<file path="src/hdl/iscb_pkg.sv">
/*
 package for the instrument status condition block: register bit positions,
 masks of used bits, transition filter resets and status byte bit positions.
 assumes nothing of its surroundings.
*/
package iscb_pkg;
    localparam int COND_W = 16;
    // measurement quality group
    localparam int QUAL_DATA_BIT = 3;
    localparam int QUAL_CAL_BIT = 8;
    localparam int QUAL_SELFTEST_BIT = 9;
    localparam logic [15:0] QUAL_USED = 16'h0308;
    // measurement process group
    localparam int PROC_CAL_BIT = 0;
    localparam int PROC_MEAS_BIT = 4;
    localparam int PROC_TRIG_BIT = 5;
    localparam int PROC_NVM_BIT = 10;
    localparam int PROC_LLIM_BIT = 11;
    localparam int PROC_ULIM_BIT = 12;
    localparam logic [15:0] PROC_USED = 16'h1c31;
    // device fault group
    localparam int FAULT_HW_BIT = 3;
    localparam logic [15:0] FAULT_USED = 16'h0008;
    // reset values
    localparam logic [15:0] ENABLE_RST = 16'h0000;
    localparam logic [15:0] PTR_RST = 16'hffff;
    localparam logic [15:0] NTR_RST = 16'h0000;
    localparam logic [7:0] ESE_RST = 8'h00;
    // standard event and status byte bit positions
    localparam int ESR_OPC_BIT = 0;
    localparam int STB_FAULT_BIT = 1;
    localparam int STB_QUAL_BIT = 3;
    localparam int STB_MAV_BIT = 4;
    localparam int STB_ESB_BIT = 5;
    localparam int STB_PROC_BIT = 7;
    // value queued by the completion query
    localparam logic [7:0] OPC_REPLY = 8'h01;
    // group select codes on the status command port
    localparam logic [1:0] GRP_QUAL = 2'h0;
    localparam logic [1:0] GRP_PROC = 2'h1;
    localparam logic [1:0] GRP_FAULT = 2'h2;
endpackage : iscb_pkg

</file>
<file path="src/hdl/iscb_event_group.sv">
/*
 one 16-bit status group: transition filters, sticky event latch, enable mask
 and summary. the condition word comes in already masked to its used bits.
 assumes the caller strobes read and clear for one cycle each.
*/
`timescale 1ns/10ps
module iscb_event_group #(
    parameter int W = 16
) (
    input wire logic clk,
    input wire logic rst,
    input wire logic [W-1:0] cond,
    input wire logic [W-1:0] ptr,
    input wire logic [W-1:0] ntr,
    input wire logic [W-1:0] enable,
    input wire logic evt_read,
    input wire logic evt_clear,
    output logic [W-1:0] event_ff,
    output logic summary
);
    logic [W-1:0] cond_ff;
    logic [W-1:0] rise;
    logic [W-1:0] fall;

    always_ff @(posedge clk) begin
        if (rst) begin
            cond_ff <= '0;
        end else begin
            cond_ff <= cond;
        end
    end

    assign rise = cond & ~cond_ff & ptr;
    assign fall = ~cond & cond_ff & ntr;

    // a change in the read cycle survives: set beats clear
    always_ff @(posedge clk) begin
        if (rst) begin
            event_ff <= '0;
        end else if (evt_read || evt_clear) begin
            event_ff <= rise | fall;
        end else begin
            event_ff <= event_ff | rise | fall;
        end
    end

    assign summary = |(event_ff & enable);
endmodule : iscb_event_group

</file>
<file path="src/hdl/iscb_opc_tracker.sv">
/*
 operation complete tracker: waits for the pending command count to reach
 zero, then either queues the reply of the query or sets the standard event
 bit. assumes pend_busy covers every command accepted before the request.
*/
`timescale 1ns/10ps
module iscb_opc_tracker (
    input wire logic clk,
    input wire logic rst,
    input wire logic pend_busy,
    input wire logic opc_query,
    input wire logic opc_cmd,
    input wire logic abort,
    output logic reply_push,
    output logic esr_set
);
    logic query_wait_ff;
    logic cmd_wait_ff;

    always_ff @(posedge clk) begin
        if (rst || abort) begin
            query_wait_ff <= 1'b0;
        end else if (opc_query || query_wait_ff) begin
            query_wait_ff <= pend_busy;
        end
    end

    always_ff @(posedge clk) begin
        if (rst || abort) begin
            cmd_wait_ff <= 1'b0;
        end else if (opc_cmd || cmd_wait_ff) begin
            cmd_wait_ff <= pend_busy;
        end
    end

    // completion is only signalled once nothing is pending
    assign reply_push = (opc_query || query_wait_ff) && !pend_busy && !rst && !abort;
    assign esr_set = (opc_cmd || cmd_wait_ff) && !pend_busy && !rst && !abort;
endmodule : iscb_opc_tracker

</file>
<file path="src/hdl/iscb_status_core.sv">
/*
 status condition core of the measurement instrument: three condition groups,
 their event registers and masks, the standard event register, completion
 tracking and the status byte. assumes the command decoder outside presents
 each status command as a one-cycle strobe with its data, and the measurement
 engine reports its events as one-cycle strobes or levels, all on REF_CLK.
*/
`timescale 1ns/10ps
// Functional notes
// - quality bit 3 sets on stale data, overload or zero error; clean measurement clears
// - quality bit 8 sets on zero/cal command error; clears on error-free success
// - quality bit 9 follows power-on self-test: set on fail, clear on pass
// - quality summary reports only bits enabled by the quality enable mask
// - process bit 0 high from start to end of zeroing or calibration
// - process bit 4 high while a measurement is being taken
// - process bit 5 sets entering wait-for-trigger, clears entering idle
// - process bit 10 high only while reading non-volatile memory
// - after each measurement, bit 11 set on lower limit fail, else cleared
// - after each measurement, bit 12 set on upper limit fail, else cleared
// - fault bit 3 set while memory or hardware has failed, otherwise clear
// - completion query queues value 1 once all pending commands finish
// - completion command sets standard event bit 0 once operations finish
// - status byte query returns summaries without clearing anything
// - bit 15 of every 16-bit group always reads zero
// - filtered condition changes latch into event bits; reading clears them
module iscb_status_core #(
    parameter int W = iscb_pkg::COND_W
) (
    input wire logic REF_CLK,
    input wire logic SYS_RST,
    // measurement engine events
    input wire logic MEAS_DONE,
    input wire logic MEAS_DATA_ERR,
    input wire logic MEAS_ACTIVE,
    input wire logic LOWER_LIMIT_EN,
    input wire logic LOWER_LIMIT_FAIL,
    input wire logic UPPER_LIMIT_EN,
    input wire logic UPPER_LIMIT_FAIL,
    input wire logic CAL_START,
    input wire logic CAL_END,
    input wire logic CAL_ERR,
    input wire logic SELFTEST_DONE,
    input wire logic SELFTEST_FAIL,
    input wire logic TRIG_WAIT_ENTER,
    input wire logic TRIG_IDLE_ENTER,
    input wire logic NVM_READING,
    input wire logic HW_FAILED,
    input wire logic PEND_BUSY,
    // status command strobes
    input wire logic [1:0] GRP_SEL,
    input wire logic [15:0] WR_DATA,
    input wire logic ENABLE_WR,
    input wire logic PTR_WR,
    input wire logic NTR_WR,
    input wire logic COND_RD,
    input wire logic EVENT_RD,
    input wire logic ESE_WR,
    input wire logic ESR_RD,
    input wire logic STB_RD,
    input wire logic CLS,
    input wire logic DEV_CLEAR,
    input wire logic OPC_QUERY,
    input wire logic OPC_CMD,
    input wire logic OUTQ_NOT_EMPTY,
    // answers
    output logic [15:0] RD_DATA,
    output logic RD_VALID,
    output logic OUTQ_PUSH,
    output logic [7:0] OUTQ_DATA,
    output logic [15:0] QUAL_COND,
    output logic [15:0] PROC_COND,
    output logic [15:0] FAULT_COND
);
    logic [W-1:0] qual_ff;
    logic [W-1:0] proc_ff;
    logic fault_ff;
    logic [W-1:0] qual_en_ff;
    logic [W-1:0] proc_en_ff;
    logic [W-1:0] fault_en_ff;
    logic [W-1:0] qual_ptr_ff;
    logic [W-1:0] proc_ptr_ff;
    logic [W-1:0] fault_ptr_ff;
    logic [W-1:0] qual_ntr_ff;
    logic [W-1:0] proc_ntr_ff;
    logic [W-1:0] fault_ntr_ff;
    logic [W-1:0] qual_evt;
    logic [W-1:0] proc_evt;
    logic [W-1:0] fault_evt;
    logic qual_sum;
    logic proc_sum;
    logic fault_sum;
    logic [7:0] ese_ff;
    logic [7:0] esr_ff;
    logic [W-1:0] qual_view;
    logic [W-1:0] proc_view;
    logic [W-1:0] fault_view;
    logic [7:0] stb;
    logic opc_push;
    logic opc_set;
    logic [W-1:0] rd_mux;

    function automatic logic sel_wr(input logic strobe, input logic [1:0] sel,
                                    input logic [1:0] grp);
        sel_wr = strobe && (sel == grp);
    endfunction : sel_wr

    // quality condition bits
    always_ff @(posedge REF_CLK) begin
        if (SYS_RST) begin
            qual_ff <= '0;
        end else begin
            if (MEAS_DONE) begin
                qual_ff[iscb_pkg::QUAL_DATA_BIT] <= MEAS_DATA_ERR;
            end
            if (CAL_END) begin
                qual_ff[iscb_pkg::QUAL_CAL_BIT] <= CAL_ERR;
            end
            if (SELFTEST_DONE) begin
                qual_ff[iscb_pkg::QUAL_SELFTEST_BIT] <= SELFTEST_FAIL;
            end
        end
    end

    // process condition bits driven by events
    always_ff @(posedge REF_CLK) begin
        if (SYS_RST) begin
            proc_ff <= '0;
        end else begin
            if (CAL_START) begin
                proc_ff[iscb_pkg::PROC_CAL_BIT] <= 1'b1;
            end else if (CAL_END) begin
                proc_ff[iscb_pkg::PROC_CAL_BIT] <= 1'b0;
            end
            // device clear returns the trigger system to idle
            if (TRIG_IDLE_ENTER || DEV_CLEAR) begin
                proc_ff[iscb_pkg::PROC_TRIG_BIT] <= 1'b0;
            end else if (TRIG_WAIT_ENTER) begin
                proc_ff[iscb_pkg::PROC_TRIG_BIT] <= 1'b1;
            end
            if (MEAS_DONE) begin
                proc_ff[iscb_pkg::PROC_LLIM_BIT] <= LOWER_LIMIT_EN && LOWER_LIMIT_FAIL;
                proc_ff[iscb_pkg::PROC_ULIM_BIT] <= UPPER_LIMIT_EN && UPPER_LIMIT_FAIL;
            end
        end
    end

    always_ff @(posedge REF_CLK) begin
        if (SYS_RST) begin
            fault_ff <= 1'b0;
        end else begin
            fault_ff <= HW_FAILED;
        end
    end

    // level-following bits are merged in here; unused bits and bit 15 are forced low
    always_comb begin
        qual_view = qual_ff & iscb_pkg::QUAL_USED;
        proc_view = proc_ff;
        proc_view[iscb_pkg::PROC_MEAS_BIT] = MEAS_ACTIVE && !MEAS_DONE;
        proc_view[iscb_pkg::PROC_NVM_BIT] = NVM_READING;
        proc_view = proc_view & iscb_pkg::PROC_USED;
        fault_view = '0;
        fault_view[iscb_pkg::FAULT_HW_BIT] = fault_ff;
        fault_view = fault_view & iscb_pkg::FAULT_USED;
    end

    // masks and transition filters, written by status commands
    always_ff @(posedge REF_CLK) begin
        if (SYS_RST) begin
            qual_en_ff <= iscb_pkg::ENABLE_RST;
            proc_en_ff <= iscb_pkg::ENABLE_RST;
            fault_en_ff <= iscb_pkg::ENABLE_RST;
        end else begin
            if (sel_wr(ENABLE_WR, GRP_SEL, iscb_pkg::GRP_QUAL)) begin
                qual_en_ff <= WR_DATA & iscb_pkg::QUAL_USED;
            end
            if (sel_wr(ENABLE_WR, GRP_SEL, iscb_pkg::GRP_PROC)) begin
                proc_en_ff <= WR_DATA & iscb_pkg::PROC_USED;
            end
            if (sel_wr(ENABLE_WR, GRP_SEL, iscb_pkg::GRP_FAULT)) begin
                fault_en_ff <= WR_DATA & iscb_pkg::FAULT_USED;
            end
        end
    end

    always_ff @(posedge REF_CLK) begin
        if (SYS_RST) begin
            qual_ptr_ff <= iscb_pkg::PTR_RST;
            proc_ptr_ff <= iscb_pkg::PTR_RST;
            fault_ptr_ff <= iscb_pkg::PTR_RST;
            qual_ntr_ff <= iscb_pkg::NTR_RST;
            proc_ntr_ff <= iscb_pkg::NTR_RST;
            fault_ntr_ff <= iscb_pkg::NTR_RST;
        end else begin
            if (sel_wr(PTR_WR, GRP_SEL, iscb_pkg::GRP_QUAL)) begin
                qual_ptr_ff <= WR_DATA;
            end
            if (sel_wr(PTR_WR, GRP_SEL, iscb_pkg::GRP_PROC)) begin
                proc_ptr_ff <= WR_DATA;
            end
            if (sel_wr(PTR_WR, GRP_SEL, iscb_pkg::GRP_FAULT)) begin
                fault_ptr_ff <= WR_DATA;
            end
            if (sel_wr(NTR_WR, GRP_SEL, iscb_pkg::GRP_QUAL)) begin
                qual_ntr_ff <= WR_DATA;
            end
            if (sel_wr(NTR_WR, GRP_SEL, iscb_pkg::GRP_PROC)) begin
                proc_ntr_ff <= WR_DATA;
            end
            if (sel_wr(NTR_WR, GRP_SEL, iscb_pkg::GRP_FAULT)) begin
                fault_ntr_ff <= WR_DATA;
            end
        end
    end

    iscb_event_group #(.W(W)) u_qual_grp (
        .clk(REF_CLK),
        .rst(SYS_RST),
        .cond(qual_view),
        .ptr(qual_ptr_ff),
        .ntr(qual_ntr_ff),
        .enable(qual_en_ff),
        .evt_read(sel_wr(EVENT_RD, GRP_SEL, iscb_pkg::GRP_QUAL)),
        .evt_clear(CLS),
        .event_ff(qual_evt),
        .summary(qual_sum)
    );

    iscb_event_group #(.W(W)) u_proc_grp (
        .clk(REF_CLK),
        .rst(SYS_RST),
        .cond(proc_view),
        .ptr(proc_ptr_ff),
        .ntr(proc_ntr_ff),
        .enable(proc_en_ff),
        .evt_read(sel_wr(EVENT_RD, GRP_SEL, iscb_pkg::GRP_PROC)),
        .evt_clear(CLS),
        .event_ff(proc_evt),
        .summary(proc_sum)
    );

    iscb_event_group #(.W(W)) u_fault_grp (
        .clk(REF_CLK),
        .rst(SYS_RST),
        .cond(fault_view),
        .ptr(fault_ptr_ff),
        .ntr(fault_ntr_ff),
        .enable(fault_en_ff),
        .evt_read(sel_wr(EVENT_RD, GRP_SEL, iscb_pkg::GRP_FAULT)),
        .evt_clear(CLS),
        .event_ff(fault_evt),
        .summary(fault_sum)
    );

    iscb_opc_tracker u_opc (
        .clk(REF_CLK),
        .rst(SYS_RST),
        .pend_busy(PEND_BUSY),
        .opc_query(OPC_QUERY),
        .opc_cmd(OPC_CMD),
        .abort(DEV_CLEAR),
        .reply_push(opc_push),
        .esr_set(opc_set)
    );

    always_ff @(posedge REF_CLK) begin
        if (SYS_RST) begin
            ese_ff <= iscb_pkg::ESE_RST;
        end else if (ESE_WR) begin
            ese_ff <= WR_DATA[7:0];
        end
    end

    // completion arriving with the clearing read is kept
    always_ff @(posedge REF_CLK) begin
        if (SYS_RST) begin
            esr_ff <= '0;
        end else if (ESR_RD || CLS) begin
            esr_ff <= {7'h00, opc_set};
        end else if (opc_set) begin
            esr_ff[iscb_pkg::ESR_OPC_BIT] <= 1'b1;
        end
    end

    // status byte is purely combinational, so a poll has nothing to clear
    always_comb begin
        stb = '0;
        stb[iscb_pkg::STB_FAULT_BIT] = fault_sum;
        stb[iscb_pkg::STB_QUAL_BIT] = qual_sum;
        stb[iscb_pkg::STB_MAV_BIT] = OUTQ_NOT_EMPTY;
        stb[iscb_pkg::STB_ESB_BIT] = |(esr_ff & ese_ff);
        stb[iscb_pkg::STB_PROC_BIT] = proc_sum;
    end

    always_comb begin
        rd_mux = '0;
        if (STB_RD) begin
            rd_mux = {8'h00, stb};
        end else if (ESR_RD) begin
            rd_mux = {8'h00, esr_ff};
        end else if (COND_RD || EVENT_RD) begin
            unique case (GRP_SEL)
                iscb_pkg::GRP_QUAL: rd_mux = COND_RD ? qual_view : qual_evt;
                iscb_pkg::GRP_PROC: rd_mux = COND_RD ? proc_view : proc_evt;
                iscb_pkg::GRP_FAULT: rd_mux = COND_RD ? fault_view : fault_evt;
                default: rd_mux = '0;
            endcase
        end
    end

    always_ff @(posedge REF_CLK) begin
        if (SYS_RST) begin
            RD_DATA <= '0;
            RD_VALID <= 1'b0;
        end else begin
            RD_DATA <= rd_mux;
            RD_VALID <= STB_RD || ESR_RD || COND_RD || EVENT_RD;
        end
    end

    always_ff @(posedge REF_CLK) begin
        if (SYS_RST) begin
            OUTQ_PUSH <= 1'b0;
            OUTQ_DATA <= '0;
        end else begin
            OUTQ_PUSH <= opc_push;
            OUTQ_DATA <= opc_push ? iscb_pkg::OPC_REPLY : OUTQ_DATA;
        end
    end

    assign QUAL_COND = qual_view;
    assign PROC_COND = proc_view;
    assign FAULT_COND = fault_view;
endmodule : iscb_status_core

</file>
<file path="config.mk">
export PLATFORM = sky130hd
export DESIGN_NAME = iscb_status_core
export DESIGN_NICKNAME = d
export VERILOG_FILES = /design/src/hdl/iscb_pkg.sv /design/src/hdl/iscb_event_group.sv /design/src/hdl/iscb_opc_tracker.sv /design/src/hdl/iscb_status_core.sv
export SDC_FILE = /design/constraint.sdc
export NUM_CORES = 1
export LEC_CHECK = 0
export ABC_AREA = 1
export BUFFER_PORTS_ARGS = -buffer_cell sky130_fd_sc_hd__buf_2
export CAP_MARGIN = 20
export CORE_UTILIZATION = 55
export CTS_BUF_LIST = sky130_fd_sc_hd__clkbuf_8
export CTS_CLUSTER_SIZE = 28
export DETAILED_ROUTE_END_ITERATION = 7
export GPL_TIMING_DRIVEN = 0
export HOLD_SLACK_MARGIN = 0.12
export PLACE_DENSITY = 0.88
export SYNTH_ARGS = -nofsm -noshare
export SYNTH_HDL_FRONTEND = slang
export SYNTH_SLANG_ARGS = --single-unit
</file>
<file path="constraint.sdc">
create_clock -name REF_CLK -period 1.7 [get_ports REF_CLK]
set_input_delay 0.255 -clock REF_CLK [delete_from_list [all_inputs] [get_ports REF_CLK]]
set_output_delay 0.255 -clock REF_CLK [all_outputs]
set_load 0.01 [all_outputs]
</file>
# After elaboration in Yosys (flattened, before gate mapping)

Index checks and enable logic that the tools add are counted.

Register bits: 240
Input bits: 50
Output and inout bits: 74
Word-level logic and storage cells: 130

Equal/unequal tests: 2
Muxes and demuxes: 14
Bitwise logic cells: 32
Reductions and logical operators: 47

Operators with widths:

| kind                                    | count |
|---|---|
| 16-bit AND                              | 9 |
| 16-bit OR                               | 9 |
| 16-bit 2-to-1 mux                       | 6 |
| 16-bit NOT                              | 3 |
| 16-bit one-hot mux with 3 select lines  | 1 |
| 16-bit OR reduction                     | 3 |
| 8-bit 2-to-1 mux                        | 3 |
| 1-bit logical AND                       | 21 |
| 10-bit by 16-bit AND with 16-bit output | 1 |
| 13-bit by 16-bit AND with 16-bit output | 1 |
| 16-bit by 10-bit AND with 16-bit output | 1 |
| 16-bit by 13-bit AND with 16-bit output | 1 |
| 16-bit by 4-bit AND with 16-bit output  | 1 |
| 4-bit by 16-bit AND with 16-bit output  | 1 |
| 10-bit NOT with 16-bit output           | 1 |
| 13-bit NOT with 16-bit output           | 1 |
| 4-bit NOT with 16-bit output            | 1 |
| 1-bit logical OR                        | 12 |
| 1-bit by 8-bit AND with 8-bit output    | 1 |
| 8-bit OR reduction                      | 1 |
| 1-bit logical NOT                       | 4 |
| 1-bit 2-to-1 mux                        | 4 |
| 2-bit nonzero test                      | 2 |
| 2-bit OR reduction                      | 2 |
| 5 further kinds                         | 5 |

# Depth between registers and ports, before layout

Depth in word-level cells: 7
Gate-level depth with buffers: 7

# Cells and area by module

Synthesis repeated with hierarchy kept, for this count alone.

Cells, all modules: 1,387
Area, all modules: 9,784.4 µm²

By module, submodules not included:

| module           | times used | cells an instance | area an instance (µm²) |
|---|---|---|---|
| iscb_status_core | 1          | 724               | 5,417.7 |
| iscb_event_group | 3          | 217               | 1,428.9 |
| iscb_opc_tracker | 1          | 12                | 80.1 |

# Least setup slack after synthesis

No wires, ideal clock.

Path kind: input-to-reg
Start point: input GRP_SEL[0]
End point: register qual_ntr_ff[8]
Arrival: 0.830 ns
Slack: 0.751 ns
Cell stages on the path: 4
Path buffers: 0
Path through: nor2_1 -> nand2_1 -> o21ai_0 -> a21oi_1

Cells in the longest elaborated chain, start to end: 2

RTL lines:

| element              | RTL line                | text |
|---|---|---|
| from (decl)          | iscb_status_core.sv:50  | `input wire logic [1:0] GRP_SEL,` |
| 2-bit logical NOT    | iscb_status_core.sv:104 | `sel_wr = strobe && (sel == grp);` |
| 1-bit logical AND    | iscb_status_core.sv:104 |  |
| to (signal assigned) | iscb_status_core.sv:191 | `qual_ntr_ff <= iscb_pkg::NTR_RST;` |
| to (decl)            | iscb_status_core.sv:83  | `logic [W-1:0] qual_ntr_ff;` |

Every way passes these cells.
A chain may end at the register's enable or synchronous reset.

# Final worst setup path

Start point: register proc_ff[5]
End point: output PROC_COND[5]

RTL lines:

| element                           | RTL line                | text |
|---|---|---|
| from (decl)                       | iscb_status_core.sv:75  | `logic [W-1:0] proc_ff;` |
| from (signal, indexed assignment) | iscb_status_core.sv:141 | `proc_ff[iscb_pkg::PROC_LLIM_BIT] <= LOWER_LIMIT_EN && LOWER_LIMIT_FAIL;` |
| from (signal, indexed assignment) | iscb_status_core.sv:142 | `proc_ff[iscb_pkg::PROC_ULIM_BIT] <= UPPER_LIMIT_EN && UPPER_LIMIT_FAIL;` |
| to (decl)                         | iscb_status_core.sv:71  | `output logic [15:0] PROC_COND,` |

No word-level cell between the ends.

==> run metrics <==
RSZ-0062 raised after global routing false; switching part of the total 26.3%; CP required 1.44 ns; Compound-Gate Fraction of Synth Area 12.2%; Synth async-reset ratio 0%; First-pass DRT Iterations 5; ranking of synthesized cells by area dfxtp_1, buf_4, nand2_1; Routed WL 7.70 mm; leading area contributor after synthesis dfxtp_1; antenna cells 0; first-pass GRT wire length 12.2 mm; DIE AREA 0.00629 mm2; Crit Reg-Reg Startpoint u_opc.query_wait_ff; Hold Vio Cnt, Final 0; Worst slew margin 59.6%; Pwr Total 3.61 mW; crit path DAT 0.95 ns; critical path, cell by cell buf_2; NumNets Final 618; GR Overflow Total 0; Antenna Nets Post-Route 0; max-slew violations 0; IO buf count 69; cts bufs inserted 9; Seq cells post-synth 78; Initial Utilization 58.3%; cell count after synthesis 437; crit start category register; Clk network pwr share 32.2%; clk_lat worst skew 0.36 ns; simple-gate share of the synthesized area 22.5%; Worst setup EP type output pin; CP delay by family, top flip-flops; Seq pwr share 54.0%; GRT Total Usage 26.0%; post-CTS sizing 0; PD cells 879 mW/mm2; most instantiated library cell after synthesis nand2_1; slowest cell delay on critical path 0.43 ns; synth warn 0; Sw Pwr 0.949 mW; fmax 830 MHz; largest net degree at the start of global routing 12; Fin Setup TNS 0 ns; number of global-route vias before repair 2,725; Reg2Reg Capture Point OUTQ_DATA[0]; WHS 0.133 ns; initial antenna violation count 0; # fillers 439; detailed-placement wirelength estimate 5.65 mm; mux contribution to synthesized area 0.305%; R2R setup slack 0.72 ns; clk slew on worst S/H paths 0.07 ns; Gate power share 13.8%; Worst-Margin Slew 0.607 ns; Max Cap Viol 0; CTS sink count 78; Vias/cell 4.89; Vias 3,156; GPL Wtd Cong 0.926; Final setup viols 0; Worst Hold Endpoint qual_ff[9]; sequential area share after synthesis 47.5%; Netlist cell types 21; mean area per synthesized cell 7.52 um2; Routed WL per cell 11.9 um; post-synthesis xor/xnor area fraction 0%; Die Y-Extent 79.3 um; Critical Path Fanout Max 5; Clock Tree Root clkbuf_8; Synth top area share 47.5%; Peak supply drop 529 uV; Die X 79.3 um; hold depth 3; combinational family with the most area after synthesis simple AND/OR/NAND/NOR gates; CTS tree built; Pint 2.66 mW; FF-to-FF path depth 4; Worst Hold Class primary input to register; share of layout cells above drive strength 1 24.3%; Slowest-stage cell, CP dfxtp_1; boundary pin count 124; Synth-to-Final Area Change 24.9%; DR iter-0 viols 335; clk_skew 0.00557 ns; CTS max path bufs 2; crit path from proc_ff[5]; kind of critical path register to output pin; Leakage 2.13 nW; synth cell count leaders nand2_1, dfxtp_1, nor2_1; post-synthesis adder-cell area fraction 0%; core area 0.00564 mm2; # rows 27; # H-tree levels 3; WP buf/inv 1; EDFF count, synth 0; status complete, no violations; mapped cell area 0.00329 mm2; min cycle time layout 1.20 ns; Final Cycle Share 70.8%; DR DRC count 0; Hold Path Origin SELFTEST_FAIL; ys flop type dfxtp_1
## power by group through the flow
stage / sequential, mW / combinational, mW / clock [mW]
floorplan: 1.99 / 0.325 / 0
CTS: 1.95 / 0.490 / 1.17
global placement: 1.99 / 0.469 / 0
global route: 1.96 / 0.555 / 1.25
detailed placement: 1.99 / 0.479 / 0
finish: 1.95 / 0.499 / 1.16
## timing repair
action | 4_1_cts | 5_1_grt
buffers inserted | 0 | 0
hold endpoints to repair | 5 | 0
endpoints found under the setup margin | 0 | 0
hold buffers | 5 | 0
## final cells by class
type	count	area [um2]	share of cell area (%)
clock buffers	10	138	3.35
well taps	72	90.1	2.19
clock inverters	6	23.8	0.579
repair buffers	74	395	9.63
inverters	39	146	3.56
plain buffers	60	427	10.4
flip-flops and latches	78	1560	38.0
multi-input cells	306	1330	32.3
## layout by cell type, fill, tap and decap left out
cell	instances
a211oi_1	2
a21oi_1	41
a31oi_1	4
buf_1	1
buf_2	73
buf_4	52
clkbuf_1	2
clkbuf_2	1
clkbuf_8	10
clkinv_2	1
conb_1	47
dfxtp_1	78
dlygate4sd3_1	5
inv_1	44
mux2i_1	1
nand2_1	87
nand3_1	33
nand4_1	2
nor2_1	55
nor3_1	3
o211ai_1	3
o21a_1	1
o21ai_0	25
or2_2	2
## logic make-up after synthesis
family	count (synthesis)
AOI/OAI and AO/OA	76
buffers and inverters	99
DFF	78
muxes	1
other	1
and+or+nand+nor	182
## sequential cells by signal (all words and copies together) (netlist names), 3 cells and up
signal / count
u_qual_grp.event_ff: 3
qual_ptr_ff: 3
proc_ntr_ff: 6
proc_ff: 4
u_proc_grp.cond_ff: 6
RD_DATA: 13
proc_ptr_ff: 6
qual_en_ff: 3
qual_ntr_ff: 3
u_proc_grp.event_ff: 6
u_qual_grp.cond_ff: 3
proc_en_ff: 6
qual_ff: 3
## metal layers
metal	GRT usage (%)	wire length, um	vias up
li1	-	-	1569
met1	30.2	3040	1368
met2	42.0	3600	186
met3	6.90	766	33
met4	17.1	301	0
met5	0	0	-
## how the worst max path moves through the flow
stage | endpoint | slack [ns] | cells after the start
floorplan | qual_ntr_ff[8] | 0.75 | 4
global placement | qual_ptr_ff[3] | 0.31 | 4
detailed placement | qual_ptr_ff[9] | 0.29 | 4
CTS | PROC_COND[5] | 0.49 | 1
global route | PROC_COND[5] | 0.46 | 1
finish | PROC_COND[5] | 0.50 | 1
## through the flow
stage / setup WS (ns) / instances / instance area [um2] / util (%)
floorplan: 0.751 / 483 / 3460 / -
global placement: 0.312 / 624 / 3890 / 69.0
detailed placement: 0.293 / 624 / 3890 / 69.0
CTS: 0.490 / 645 / 4110 / 72.8
global route: 0.463 / 645 / 4110 / 72.8
finish: 0.496 / 645 / 4110 / 72.8
(Power assumes the default switching activity.)
